File: src/pkg/rcs_pkg.sv
// shared constants and types for the radio control serial interface
package rcs_pkg;
    localparam int unsigned CLK_MHZ  = 40;
    localparam int unsigned SER_BITS = 24;
    localparam int unsigned TYPE_BIT = 23;
    localparam int unsigned CRST_BIT = 22;
    localparam int unsigned WREN_BIT = 21;
    localparam int unsigned ADDR_HI  = 20;
    localparam int unsigned ADDR_LO  = 16;
    localparam int unsigned INT_HI   = 22;
    localparam int unsigned INT_LO   = 20;
    localparam int unsigned FRAC_HI  = 19;

    localparam logic [4:0]  CFG2_ADDR = 5'h02;
    localparam logic [4:0]  CFG3_ADDR = 5'h03;
    localparam logic [15:0] CFG2_RST  = 16'h4080;
    localparam logic [15:0] CFG3_RST  = 16'h8886;

    // configuration field positions
    localparam int unsigned ANA_BIT  = 13;
    localparam int unsigned SWD_HI   = 12;
    localparam int unsigned SWD_LO   = 8;
    localparam int unsigned CDR_BIT  = 7;
    localparam int unsigned RTD_HI   = 5;
    localparam int unsigned PAF_BIT  = 3;
    localparam int unsigned OFF_HI   = 2;
    localparam int unsigned OFF_LO   = 1;
    localparam int unsigned SKIP_BIT = 0;

    // switch and pa delays in reference periods
    localparam logic [10:0] RTD_OFS_SW = 11'd44;
    localparam logic [10:0] RTD_OFS_PA = 11'd47;
    localparam logic [10:0] PA_OFS     = 11'd6;
    localparam logic [10:0] DLY_STEP   = 11'd8;
    localparam logic [7:0]  OFF_OFS    = 8'd3;
    localparam logic [7:0]  OFF_STEP   = 8'd40;

    // settle times in microseconds and derived cycle counts
    localparam int unsigned RELOCK_FULL_US  = 115;
    localparam int unsigned RELOCK_SKIP_US  = 70;
    localparam int unsigned CAL_US          = 120;
    localparam int unsigned RELOCK_FULL_CYC = RELOCK_FULL_US * CLK_MHZ;
    localparam int unsigned RELOCK_SKIP_CYC = RELOCK_SKIP_US * CLK_MHZ;
    localparam int unsigned CAL_CYC         = CAL_US * CLK_MHZ;
    localparam int unsigned CNT_W           = 13;
    localparam logic [4:0]  RECOVERED_RX_CLOCK_HALF      = 5'h08;

    // apb register map
    localparam logic [7:0]  REG_CTRL   = 8'h00;
    localparam logic [7:0]  REG_STATUS = 8'h04;
    localparam logic [7:0]  REG_FREQ   = 8'h08;
    localparam logic [7:0]  REG_CFG2   = 8'h0C;
    localparam logic [7:0]  REG_CFG3   = 8'h10;
    localparam logic [31:0] CTRL_RST   = 32'h00000001;
    localparam int unsigned SWEN_BIT   = 0;
    localparam int unsigned CAL_BIT    = 1;

    typedef enum logic [1:0] {
        MODE_STBY = 2'b00,
        MODE_RX   = 2'b01,
        MODE_TX   = 2'b11
    } rcs_mode_e;
endpackage : rcs_pkg

File: src/rcs_sync.sv
// two flip-flop synchroniser for pin inputs
`timescale 1ns/100ps
`default_nettype none
module rcs_sync #(
    parameter int unsigned W = 1
) (
    input  wire logic         ref_clk,
    input  wire logic         sys_rst,
    input  wire logic [W-1:0] asyncIn,
    output var  logic [W-1:0] syncOut
);
    logic [W-1:0] meta_reg;

    always_ff @(posedge ref_clk or posedge sys_rst) begin
        if (sys_rst) begin
            meta_reg <= '0;
            syncOut  <= '0;
        end else begin
            meta_reg <= asyncIn;
            syncOut  <= meta_reg;
        end
    end
endmodule : rcs_sync
`default_nettype wire

File: src/rcs_serial_rx.sv
// three-wire serial word receiver working on synchronised pins
`timescale 1ns/100ps
`default_nettype none
module rcs_serial_rx import rcs_pkg::*; (
    input  wire logic                ref_clk,
    input  wire logic                sys_rst,
    input  wire logic                enSync,
    input  wire logic                clkSync,
    input  wire logic                dataSync,
    output var  logic [SER_BITS-1:0] wordOut,
    output var  logic                wordValid
);
    logic [SER_BITS-1:0] shift_reg;
    logic                clkPrev_reg;
    logic                enPrev_reg;

    always_ff @(posedge ref_clk or posedge sys_rst) begin
        if (sys_rst) begin
            clkPrev_reg <= 1'b0;
            enPrev_reg  <= 1'b1;
        end else begin
            clkPrev_reg <= clkSync;
            enPrev_reg  <= enSync;
        end
    end

    // msb arrives first, so shifting left leaves it at bit 23
    always_ff @(posedge ref_clk or posedge sys_rst) begin
        if (sys_rst) begin
            shift_reg <= '0;
        end else if (!enSync && clkSync && !clkPrev_reg) begin
            shift_reg <= {shift_reg[SER_BITS-2:0], dataSync};
        end
    end

    always_ff @(posedge ref_clk or posedge sys_rst) begin
        if (sys_rst) begin
            wordOut   <= '0;
            wordValid <= 1'b0;
        end else begin
            wordValid <= enSync && !enPrev_reg;
            if (enSync && !enPrev_reg) begin
                wordOut <= shift_reg;
            end
        end
    end
endmodule : rcs_serial_rx
`default_nettype wire

File: src/rcs_top.sv
// control front end of the fsk transceiver: mode pins, serial words, switch timing
//
// Behaviour
// - chip-active low gives standby, high gives an active mode.
// - while active, receive-select picks receive or transmit.
// - standby ignores receive-select; 1/1 is receive, 1/0 is transmit.
// - positive switch high from its rise delay after select falls until its fall delay after select rises; negative is its complement.
// - both switch outputs held low while the pll is unlocked.
// - control pin transitions start a self-calibration before receive.
// - pa-before-switch 0 moves switch before pa; 1 moves it after.
// - switch rises 44 or 47 plus code times 8 periods after select falls.
// - pa and switch separated by 6 plus code times 8, or code times 8.
// - switch falls 3 plus code times 40 periods after select rises.
// - enable rise ending a frequency word restarts relock; data valid within 115/70.
// - configuration write during standby starts a full calibration.
// - transmit data passes straight through, never retimed.
// - analog-output bit selects the buffered filter output on the analog pin.
// - receive clock is recovered from slicer transitions.
// - reference clock times all control delays and calibration.
// - 24-bit words, msb first, 5-bit address and 16-bit data.
// - while enable low, data shifts on rising serial clock; else ignored.
// - enable rise moves the word into the addressed latch.
// - bit 23 zero marks a frequency word, one a configuration word.
// - frequency word holds integer part 22:20 and fraction 19:0.
// - configuration bit 22 resets, bit 21 enables write, 20:16 address.
//
// The implementer's own choices: the placing of the registers and register access over APB.
`timescale 1ns/100ps
`default_nettype none
module rcs_top import rcs_pkg::*; #(
    parameter int unsigned RELOCK_CYC = RELOCK_FULL_CYC,
    parameter int unsigned CAL_LEN    = CAL_CYC
) (
    input  wire logic        ref_clk,
    input  wire logic        sys_rst,
    input  wire logic        chipActivePin,
    input  wire logic        receiveSelectPin,
    input  wire logic        serEnPin,
    input  wire logic        serClkPin,
    input  wire logic        serDataPin,
    input  wire logic        pllLockPin,
    input  wire logic        slicerDataPin,
    input  wire logic        txDataPin,
    input  wire logic        psel,
    input  wire logic        penable,
    input  wire logic        pwrite,
    input  wire logic [7:0]  paddr,
    input  wire logic [31:0] pwdata,
    output var  logic [31:0] prdata,
    output var  logic        pready,
    output var  logic        pslverr,
    output var  logic        trSwitchPosOut,
    output var  logic        trSwitchNegOut,
    output var  logic        paEnableOut,
    output var  logic        calBusyOut,
    output var  logic        rxValidOut,
    output var  logic        analogFilterOut,
    output var  logic        recoveredRxClock,
    output wire logic        txModOut,
    output var  logic [2:0]  integerDividerPart,
    output var  logic [19:0] fractionalDividerPart
);
    logic [6:0]          pinSync;
    logic                actS, rxsS, lockS, slcS;
    logic [SER_BITS-1:0] serWord;
    logic                serValid;
    logic                freqLoad, cfgLoad;
    logic                actPrev_reg, rxsPrev_reg, slcPrev_reg;
    rcs_mode_e           mode_reg, mode_next;
    logic [15:0]         cfg2_reg, cfg3_reg;
    logic [31:0]         ctrl_reg;
    logic                calKick_reg;
    logic [CNT_W-1:0]    calCnt_reg, relockCnt_reg;
    logic [10:0]         txCnt_reg, swOnT, paOnT, swdDly;
    logic [7:0]          offCnt_reg, offT;
    logic                swPos_reg, swPos_next, paEn_next, calStart;
    logic                pa_before_switch, swEn;
    logic [4:0]          phase_reg;

    // enable crosses inverted: the sync resets low, which then reads as idle high
    rcs_sync #(.W(7)) u_sync (
        .ref_clk (ref_clk),
        .sys_rst (sys_rst),
        .asyncIn ({chipActivePin, receiveSelectPin, ~serEnPin, serClkPin,
                   serDataPin, pllLockPin, slicerDataPin}),
        .syncOut (pinSync)
    );

    assign actS  = pinSync[6];
    assign rxsS  = pinSync[5];
    assign lockS = pinSync[1];
    assign slcS  = pinSync[0];

    rcs_serial_rx u_ser (
        .ref_clk   (ref_clk),
        .sys_rst   (sys_rst),
        .enSync    (~pinSync[4]),
        .clkSync   (pinSync[3]),
        .dataSync  (pinSync[2]),
        .wordOut   (serWord),
        .wordValid (serValid)
    );

    // chips go out untouched; any resampling would add jitter the modem cannot undo
    assign txModOut = txDataPin;

    assign freqLoad = serValid && !serWord[TYPE_BIT];
    assign cfgLoad  = serValid && serWord[TYPE_BIT] && serWord[WREN_BIT];
    assign pa_before_switch  = cfg3_reg[PAF_BIT];
    assign swEn     = ctrl_reg[SWEN_BIT];

    // ---- operating mode ----
    always_comb begin
        case ({actS, rxsS})
            2'b11:   mode_next = MODE_RX;
            2'b10:   mode_next = MODE_TX;
            default: mode_next = MODE_STBY;
        endcase
    end

    always_ff @(posedge ref_clk or posedge sys_rst) begin
        if (sys_rst) begin
            mode_reg    <= MODE_STBY;
            actPrev_reg <= 1'b0;
            rxsPrev_reg <= 1'b0;
        end else begin
            mode_reg    <= mode_next;
            actPrev_reg <= actS;
            rxsPrev_reg <= rxsS;
        end
    end

    // ---- serial latches ----
    always_ff @(posedge ref_clk or posedge sys_rst) begin
        if (sys_rst) begin
            integerDividerPart    <= '0;
            fractionalDividerPart <= '0;
        end else if (freqLoad) begin
            integerDividerPart    <= serWord[INT_HI:INT_LO];
            fractionalDividerPart <= serWord[FRAC_HI:0];
        end
    end

    // writes during an active mode are still taken; their effect is the controller's problem
    always_ff @(posedge ref_clk or posedge sys_rst) begin
        if (sys_rst) begin
            cfg2_reg <= CFG2_RST;
            cfg3_reg <= CFG3_RST;
        end else if (serValid && serWord[TYPE_BIT] && serWord[CRST_BIT]) begin
            cfg2_reg <= CFG2_RST;
            cfg3_reg <= CFG3_RST;
        end else if (cfgLoad) begin
            case (serWord[ADDR_HI:ADDR_LO])
                CFG2_ADDR: cfg2_reg <= serWord[15:0];
                CFG3_ADDR: cfg3_reg <= serWord[15:0];
                default:   cfg2_reg <= cfg2_reg;
            endcase
        end
    end

    // ---- calibration and relock ----
    assign calStart = (actS && !actPrev_reg) || (actS && rxsS && !rxsPrev_reg)
                      || (cfgLoad && !actS) || calKick_reg;

    always_ff @(posedge ref_clk or posedge sys_rst) begin
        if (sys_rst) begin
            calCnt_reg <= '0;
        end else if (calStart) begin
            calCnt_reg <= CNT_W'(CAL_LEN);
        end else if (calCnt_reg != '0) begin
            calCnt_reg <= calCnt_reg - 1'b1;
        end
    end

    always_ff @(posedge ref_clk or posedge sys_rst) begin
        if (sys_rst) begin
            relockCnt_reg <= '0;
        end else if (freqLoad) begin
            relockCnt_reg <= cfg3_reg[SKIP_BIT] ? CNT_W'(RELOCK_SKIP_CYC) : CNT_W'(RELOCK_CYC);
        end else if (relockCnt_reg != '0) begin
            relockCnt_reg <= relockCnt_reg - 1'b1;
        end
    end

    always_ff @(posedge ref_clk or posedge sys_rst) begin
        if (sys_rst) begin
            calBusyOut <= 1'b0;
            rxValidOut <= 1'b0;
        end else begin
            calBusyOut <= calCnt_reg != '0;
            rxValidOut <= mode_reg == MODE_RX && calCnt_reg == '0 && relockCnt_reg == '0 && lockS;
        end
    end

    // ---- switch and pa timing, counted in reference periods ----
    assign swdDly = 11'(cfg2_reg[SWD_HI:SWD_LO]) * DLY_STEP;
    assign swOnT  = (pa_before_switch ? RTD_OFS_PA : RTD_OFS_SW) + 11'(cfg2_reg[RTD_HI:0]) * DLY_STEP;
    assign offT   = OFF_OFS + 8'(cfg3_reg[OFF_HI:OFF_LO]) * OFF_STEP;

    always_comb begin
        if (!pa_before_switch) begin
            paOnT = swOnT + PA_OFS + swdDly;
        end else if (swOnT > swdDly) begin
            paOnT = swOnT - swdDly;
        end else begin
            paOnT = '0;
        end
    end

    always_ff @(posedge ref_clk or posedge sys_rst) begin
        if (sys_rst) begin
            txCnt_reg  <= '0;
            offCnt_reg <= '0;
        end else begin
            if (mode_reg != MODE_TX) begin
                txCnt_reg <= '0;
            end else if (txCnt_reg != '1) begin
                txCnt_reg <= txCnt_reg + 1'b1;
            end
            if (mode_reg != MODE_RX) begin
                offCnt_reg <= '0;
            end else if (offCnt_reg != '1) begin
                offCnt_reg <= offCnt_reg + 1'b1;
            end
        end
    end

    always_comb begin
        case (mode_reg)
            MODE_TX: swPos_next = swEn && (swPos_reg || txCnt_reg >= swOnT);
            MODE_RX: swPos_next = swEn && swPos_reg && offCnt_reg < offT;
            default: swPos_next = 1'b0;
        endcase
    end

    assign paEn_next = mode_reg == MODE_TX && txCnt_reg >= paOnT && lockS;

    // an unlocked synthesizer would key the switch onto a wandering carrier
    always_ff @(posedge ref_clk or posedge sys_rst) begin
        if (sys_rst) begin
            swPos_reg      <= 1'b0;
            trSwitchPosOut <= 1'b0;
            trSwitchNegOut <= 1'b0;
            paEnableOut    <= 1'b0;
        end else begin
            swPos_reg      <= swPos_next;
            trSwitchPosOut <= lockS && swPos_next;
            trSwitchNegOut <= lockS && !swPos_next;
            paEnableOut    <= paEn_next;
        end
    end

    // ---- analog output select and receive clock recovery ----
    always_ff @(posedge ref_clk or posedge sys_rst) begin
        if (sys_rst) begin
            analogFilterOut  <= 1'b0;
            slcPrev_reg      <= 1'b0;
            phase_reg        <= '0;
            recoveredRxClock <= 1'b0;
        end else begin
            analogFilterOut <= cfg2_reg[ANA_BIT];
            slcPrev_reg     <= slcS;
            if (slcS != slcPrev_reg || phase_reg == (RECOVERED_RX_CLOCK_HALF << 1) - 1'b1) begin
                phase_reg <= '0;
            end else begin
                phase_reg <= phase_reg + 1'b1;
            end
            recoveredRxClock <= cfg2_reg[CDR_BIT] && mode_reg == MODE_RX
                                && phase_reg >= RECOVERED_RX_CLOCK_HALF;
        end
    end

    // ---- apb slave: one wait-free access cycle after setup ----
    always_ff @(posedge ref_clk or posedge sys_rst) begin
        if (sys_rst) begin
            pready  <= 1'b0;
            pslverr <= 1'b0;
            prdata  <= '0;
        end else if (psel && !penable) begin
            pready  <= 1'b1;
            pslverr <= !(paddr inside {REG_CTRL, REG_STATUS, REG_FREQ, REG_CFG2, REG_CFG3});
            case (paddr)
                REG_CTRL:   prdata <= ctrl_reg;
                REG_STATUS: prdata <= {25'h0, rxValidOut, calBusyOut, paEnableOut,
                                       swPos_reg, lockS, mode_reg};
                REG_FREQ:   prdata <= {9'h0, integerDividerPart, fractionalDividerPart};
                REG_CFG2:   prdata <= {16'h0, cfg2_reg};
                REG_CFG3:   prdata <= {16'h0, cfg3_reg};
                default:    prdata <= '0;
            endcase
        end else begin
            pready  <= 1'b0;
            pslverr <= 1'b0;
        end
    end

    always_ff @(posedge ref_clk or posedge sys_rst) begin
        if (sys_rst) begin
            ctrl_reg    <= CTRL_RST;
            calKick_reg <= 1'b0;
        end else begin
            calKick_reg <= 1'b0;
            if (psel && penable && pready && pwrite && paddr == REG_CTRL) begin
                ctrl_reg    <= {31'h0, pwdata[SWEN_BIT]};
                calKick_reg <= pwdata[CAL_BIT];
            end
        end
    end
endmodule : rcs_top
`default_nettype wire

File: config.mk
export PLATFORM = sky130hd
export DESIGN_NAME = rcs_top
export DESIGN_NICKNAME = d
export VERILOG_FILES = /design/src/pkg/rcs_pkg.sv /design/src/rcs_sync.sv /design/src/rcs_serial_rx.sv /design/src/rcs_top.sv
export SDC_FILE = /design/constraint.sdc
export NUM_CORES = 1
export LEC_CHECK = 0
export BUFFER_PORTS_ARGS = -buffer_cell sky130_fd_sc_hd__buf_2
export CAP_MARGIN = 20
export CORE_ASPECT_RATIO = 0.8
export CORE_MARGIN = 5
export CORE_UTILIZATION = 53
export DETAILED_ROUTE_END_ITERATION = 8
export PLACE_DENSITY = 0.8
export SKIP_CTS_REPAIR_TIMING = 1
export SLEW_MARGIN = 30
export SYNTH_ARGS = -nofsm -noshare
export SYNTH_HDL_FRONTEND = slang
export SYNTH_SLANG_ARGS = --single-unit
File: constraint.sdc
create_clock -name ref_clk -period 5.7 [get_ports ref_clk]
set_input_delay 0 -clock ref_clk [delete_from_list [all_inputs] [get_ports ref_clk]]
set_output_delay 0 -clock ref_clk [all_outputs]
set_load 0.02 [all_outputs]
# After elaboration in Yosys (flattened, before gate mapping)
# Cells that the tools add are included.
# word_totals
regBits,219
elab_cells,149
# classes
magnitude_cmp,5
reduce_logical,57
multipliers,1
addsub,10
n_mux,25
n_bitwise,2
eq_ne,16
# ops
operator,count
$pmux 23 s5,1
$mux 16,6
$mux 13,5
$mux 11,4
$logic_and 1x1->1,28
$logic_not 13->1,2
$reduce_bool 13->1,2
$sub 13x1->13 const B,2
$eq 8x4->1 const B,2
$mux 8,2
$reduce_bool 2->1,7
$add 10x3->11 const B,1
$add 11x1->11 const B,1
$add 11x8->11,1
$ge 11x10->1,1
$ge 11x11->1,1
$ne 11x11->1 const B,1
$sub 10x8->11,1
$add 6x9->10,1
$eq 5x2->1 const B,2
$gt 10x8->1,1
$logic_not 1->1,9
$add 2x8->8 const A,1
$add 8x1->8 const B,1
23 further kinds,33

# Longest topological paths before layout
# logic_depth
depth_word,8
depth_mapped,16

# Modules after synthesis
# From an unflattened synthesis, not the netlist that was laid out.
# hier_totals
hier_cells,955
hier_area_um2,10110.9
# by_module_without_submodules
mod,area_per_inst_um2,cells_each,n_inst
rcs_top,7856.3,832,1
rcs_serial_rx,1900.6,108,1
rcs_sync,354.1,15,1

# Least setup slack after synthesis
# Ideal clock, no wire load.
# synth_path
kind,reg2reg
from,register cfg2_reg[0]
to,register paEnableOut
slack_ns,2.381
arrival_ns,3.236
path_stages_with_launch,16
path_buffers,0
path_cell_list,dfrtp_1 ha_1 xnor2_1 ha_1 inv_1 ha_1 a211oi_1 nor3b_1 mux2_2 mux2i_1 nand3_1 ha_1 o21ai_0 a211oi_1 nand4_1 o21ai_0
# synth_between
elab_chain_cells,7
# synth_rtl
element,line_no,rtl
start: declaration,rcs_top.sv:70,"logic [15:0] cfg2_reg, cfg3_reg;"
start signal: assignment,rcs_top.sv:154,CFG2_ADDR: cfg2_reg <= serWord[15:0];
start signal: assignment,rcs_top.sv:156,default: cfg2_reg <= cfg2_reg;
$add 6x9->10 *,rcs_top.sv:197,assign swOnT = (pa_before_switch ? RTD_OFS_PA : RTD_OFS_SW) + 11'(cfg2_reg[RTD_HI:0]) * DLY_STEP;
$add 10x3->11 (tied with other cells),rcs_top.sv:202,paOnT = swOnT + PA_OFS + swdDly;
$add 11x8->11 or $mux 11 (tied branches),"rcs_top.sv:202, rcs_top.sv:203",
$mux 11 *,rcs_top.sv:201,if (!pa_before_switch) begin
$ge 11x11->1 *,rcs_top.sv:236,assign paEn_next = mode_reg == MODE_TX && txCnt_reg >= paOnT && lockS;
$logic_and 1x1->1 * (2 in a row),rcs_top.sv:236,
named net paEn_next,rcs_top.sv:76,"logic swPos_reg, swPos_next, paEn_next, calStart;"
end signal: assignment,rcs_top.sv:249,paEnableOut <= paEn_next;
end: declaration,rcs_top.sv:54,"output var logic paEnableOut,"
# Mark *: on every way through the listed nets, which the timed path passes. The rest lies on a longest branch.
# A chain may end at the register's enable or synchronous reset.

# Worst setup path after layout
# Same ends and word-level chain as after synthesis.

==> metrics <==
Yosys reg bits=210; share of flip-flops with an asynchronous set or reset=100%; Layout Nets=1112; final WL=23.0 mm; grt total ovfl=0; final number of hold-violating endpoints=1; worst-path fanout max=8; share of layout cells above drive strength 1=18.5%; Period minus WS final=3870 ps; setup TNS=0 ps; outcome=complete, but fails checks; I/O pin cnt=118; FMAX=0.259 GHz; Vias/cell=5.73; CP endpoint kind=flop; CTS buffer count=21; Layout area overhead=13.6%; Post-DRT Antenna Nets=0; top cells by area, synth=dfrtp_1 50%, ha_1 6.0%, mux2_2 5.7%; DRC Markers=0; Max IR drop VDD=0.171 mV; vias in the first global route=7148; PD cells=303 nW/um^2; CP Class=reg2reg; Post-synth EDFFs=0; largest area contributor in the netlist=dfrtp_1; ys flop type=dfrtp_1; slowest library cell on the worst path=dfrtp_1; CTS HTree Levels=1; # fillers=1571; Max-Cap Viols=0; Die Span Y=133 um; # setup viols final=0; sequential area share after synthesis=52.5%; number of buffers and inverters on the critical path=1; worst slew pin tran=863 ps; first-pass GRT wire length=37.4 mm; Iter 0 DRT Violations=570; critical path's largest stage delay=510 ps; Tightest Hold Check Type=in2reg; post-synthesis simple-gate area fraction=14.1%; top-area cell type share of the netlist area=50.1%; core area=18800 sq um; commonest cells in the netlist=201 x dfrtp_1, 109 x nand2_1, 86 x nor2_1; most numerous cell in the Yosys netlist=dfrtp_1; most used cell, CP=ha_1; initial antenna violation count=1; Crit path arrival time=4270 ps; Max clock buf depth=3; Vias=7346; RD Place Congestion=0.873; largest net degree at the start of global routing=109; total track usage=21.2%; Critical Path Source Type=flop; Leakage Power=5.67 nW; CTS Sinks=210; Die W=164 um; final hold slack=-31.5 ps; synth unique cells=61; Worst EP required=6100 ps; Syn. warnings=0; sequential standard cell area=5270 sq um; synthesized instance count=930; Total Power=3.45 mW; clock latency at the later pin of the worst-skew pair=500 ps; DRT Pass-1 Iters=5; Worst Skew=7.85 ps; RSZ-0062 raised after global routing=no; WL per Instance=18.0 um; port bufs=76; Clk pin slew, worst setup/hold paths=60 ps; xor/xnor share of the synthesized area=2.79%; critical-path cell list=ha_1 > xnor2_1 > ha_1 > inv_1 > ha_1 > a211oi_1 > nor3b_1 > mux2_2 > mux2i_1 > nand3_1 > ha_1 > o21ai_0 > a211oi_1 > nand4_1 > o21ai_0; Multi-input gate area=4440 sq um; CP top delay family=adder cells; root buffer cell=clkbuf_16; n_diodes=0; Avg Cell Area, Syn=10.8 sq um; Tcrit/Tclk final=67.8%; CTS tree=done; violated checks=negative hold slack; post-DP HPWL=16.2 mm; Die ar.=21800 sq um; complex-gate fraction of the synthesized area=10.2%; FP Rows=45; final slew viol count=0; Slew headroom=42.0%; initial core utilization=53.4%; Adder-Cell Fraction of Synth Area=6.48%; area of the mapped netlist=10000 sq um; multiplexer share of the synthesized area=10.1%; largest family of logic cells by synthesized area=simple AND/OR/NAND/NOR gates
cell type report:
cell class | instances | area share, %
clock buffer | 33 | 5.09
tap | 258 | 2.83
timing repair buffer | 95 | 5.09
multi-input combinational | 641 | 39.0
sequential | 210 | 46.2
clock inverter | 5 | 0.472
inverter | 40 | 1.35
power breakdown:
part           leakage, nW  internal (mW)  switching, mW
registers             2.74           1.62          0.154
logic                 2.62          0.165          0.209
clock network        0.309          0.747          0.553
total                 5.67           2.53          0.916
layer usage:
| layer | vias up | wire (um) | global-route usage, % |
|---|---|---|---|
| li1 | 3396 | - | - |
| met1 | 3674 | 10500 | 30.9 |
| met2 | 224 | 10400 | 32.4 |
| met3 | 50 | 1420 | 3.86 |
| met4 | 2 | 692 | 6.75 |
| met5 | - | 11 | 0 |
layout by cell type, fill, tap and decap left out, drive strengths merged, types with 10 or more instances in the layout:
cell and count:
ha 48, dfrtp 201, mux2i 44, xnor2 21, nor3 14, nor2 86
inv 39, clkbuf 33, dlygate4sd3 10, a22o 23, a21oi 27, buf 85
a22oi 19, nand2 109, nand3 19, nor4 10, xor2 11, o21ai 28
nand2b 12, o22ai 10, mux2 51
stage by stage:
| step | utilization [%] | setup slack [ps] | instance area [sq um] | hold WS [ps] | cells |
|---|---|---|---|---|---|
| 2_1_floorplan | - | 2380 | 10100 | 31.4 | 938 |
| 3_3_place_gp | 56.5 | 2010 | 10600 | 0.236 | 1233 |
| 3_5_place_dp | 56.7 | 1910 | 10700 | 0.236 | 1234 |
| 4_1_cts | 60.1 | 1870 | 11300 | -409 | 1272 |
| 5_1_grt | 60.6 | 1470 | 11400 | 0.0603 | 1282 |
| 6_report | 60.6 | 1830 | 11400 | -31.5 | 1282 |
kinds of logic after synthesis:
logic type / Yosys count
and+or+nand+nor: 303
DFF: 210
AOI/OAI and AO/OA: 151
muxes: 95
buffers and inverters: 87
adders and majority gates: 51
xor gates and xnor gates: 32
other: 1
final timing paths:
check	start	endpoint	slack, ps	depth (start not counted)
worst max-delay path	cfg2_reg[0]	paEnableOut	1830	15
worst min-delay path	paddr[5]	pslverr	-30	5
worst max register to register	cfg2_reg[0]	paEnableOut	1830	15
worst min register to register	u_sync.meta_reg[3]	u_sync.syncOut[3]	350	0
max in group asynchronous	sys_rst	txCnt_reg[7]	4540	5
min in group asynchronous	sys_rst	prdata[19]	240	4
worst reg2reg max path: cells and delay by family, from the launching register on:
kind,cells,cell delay [ps]
buffers and inverters,1,100
XOR/XNOR,1,350
multiplexers,2,440
flip-flops,1,510
AO/OA/AOI/OAI,4,940
adder cells (fa/ha/maj),4,1140
AND/OR/NAND/NOR,3,300
Note: power is estimated with default switching activity, not from simulation.
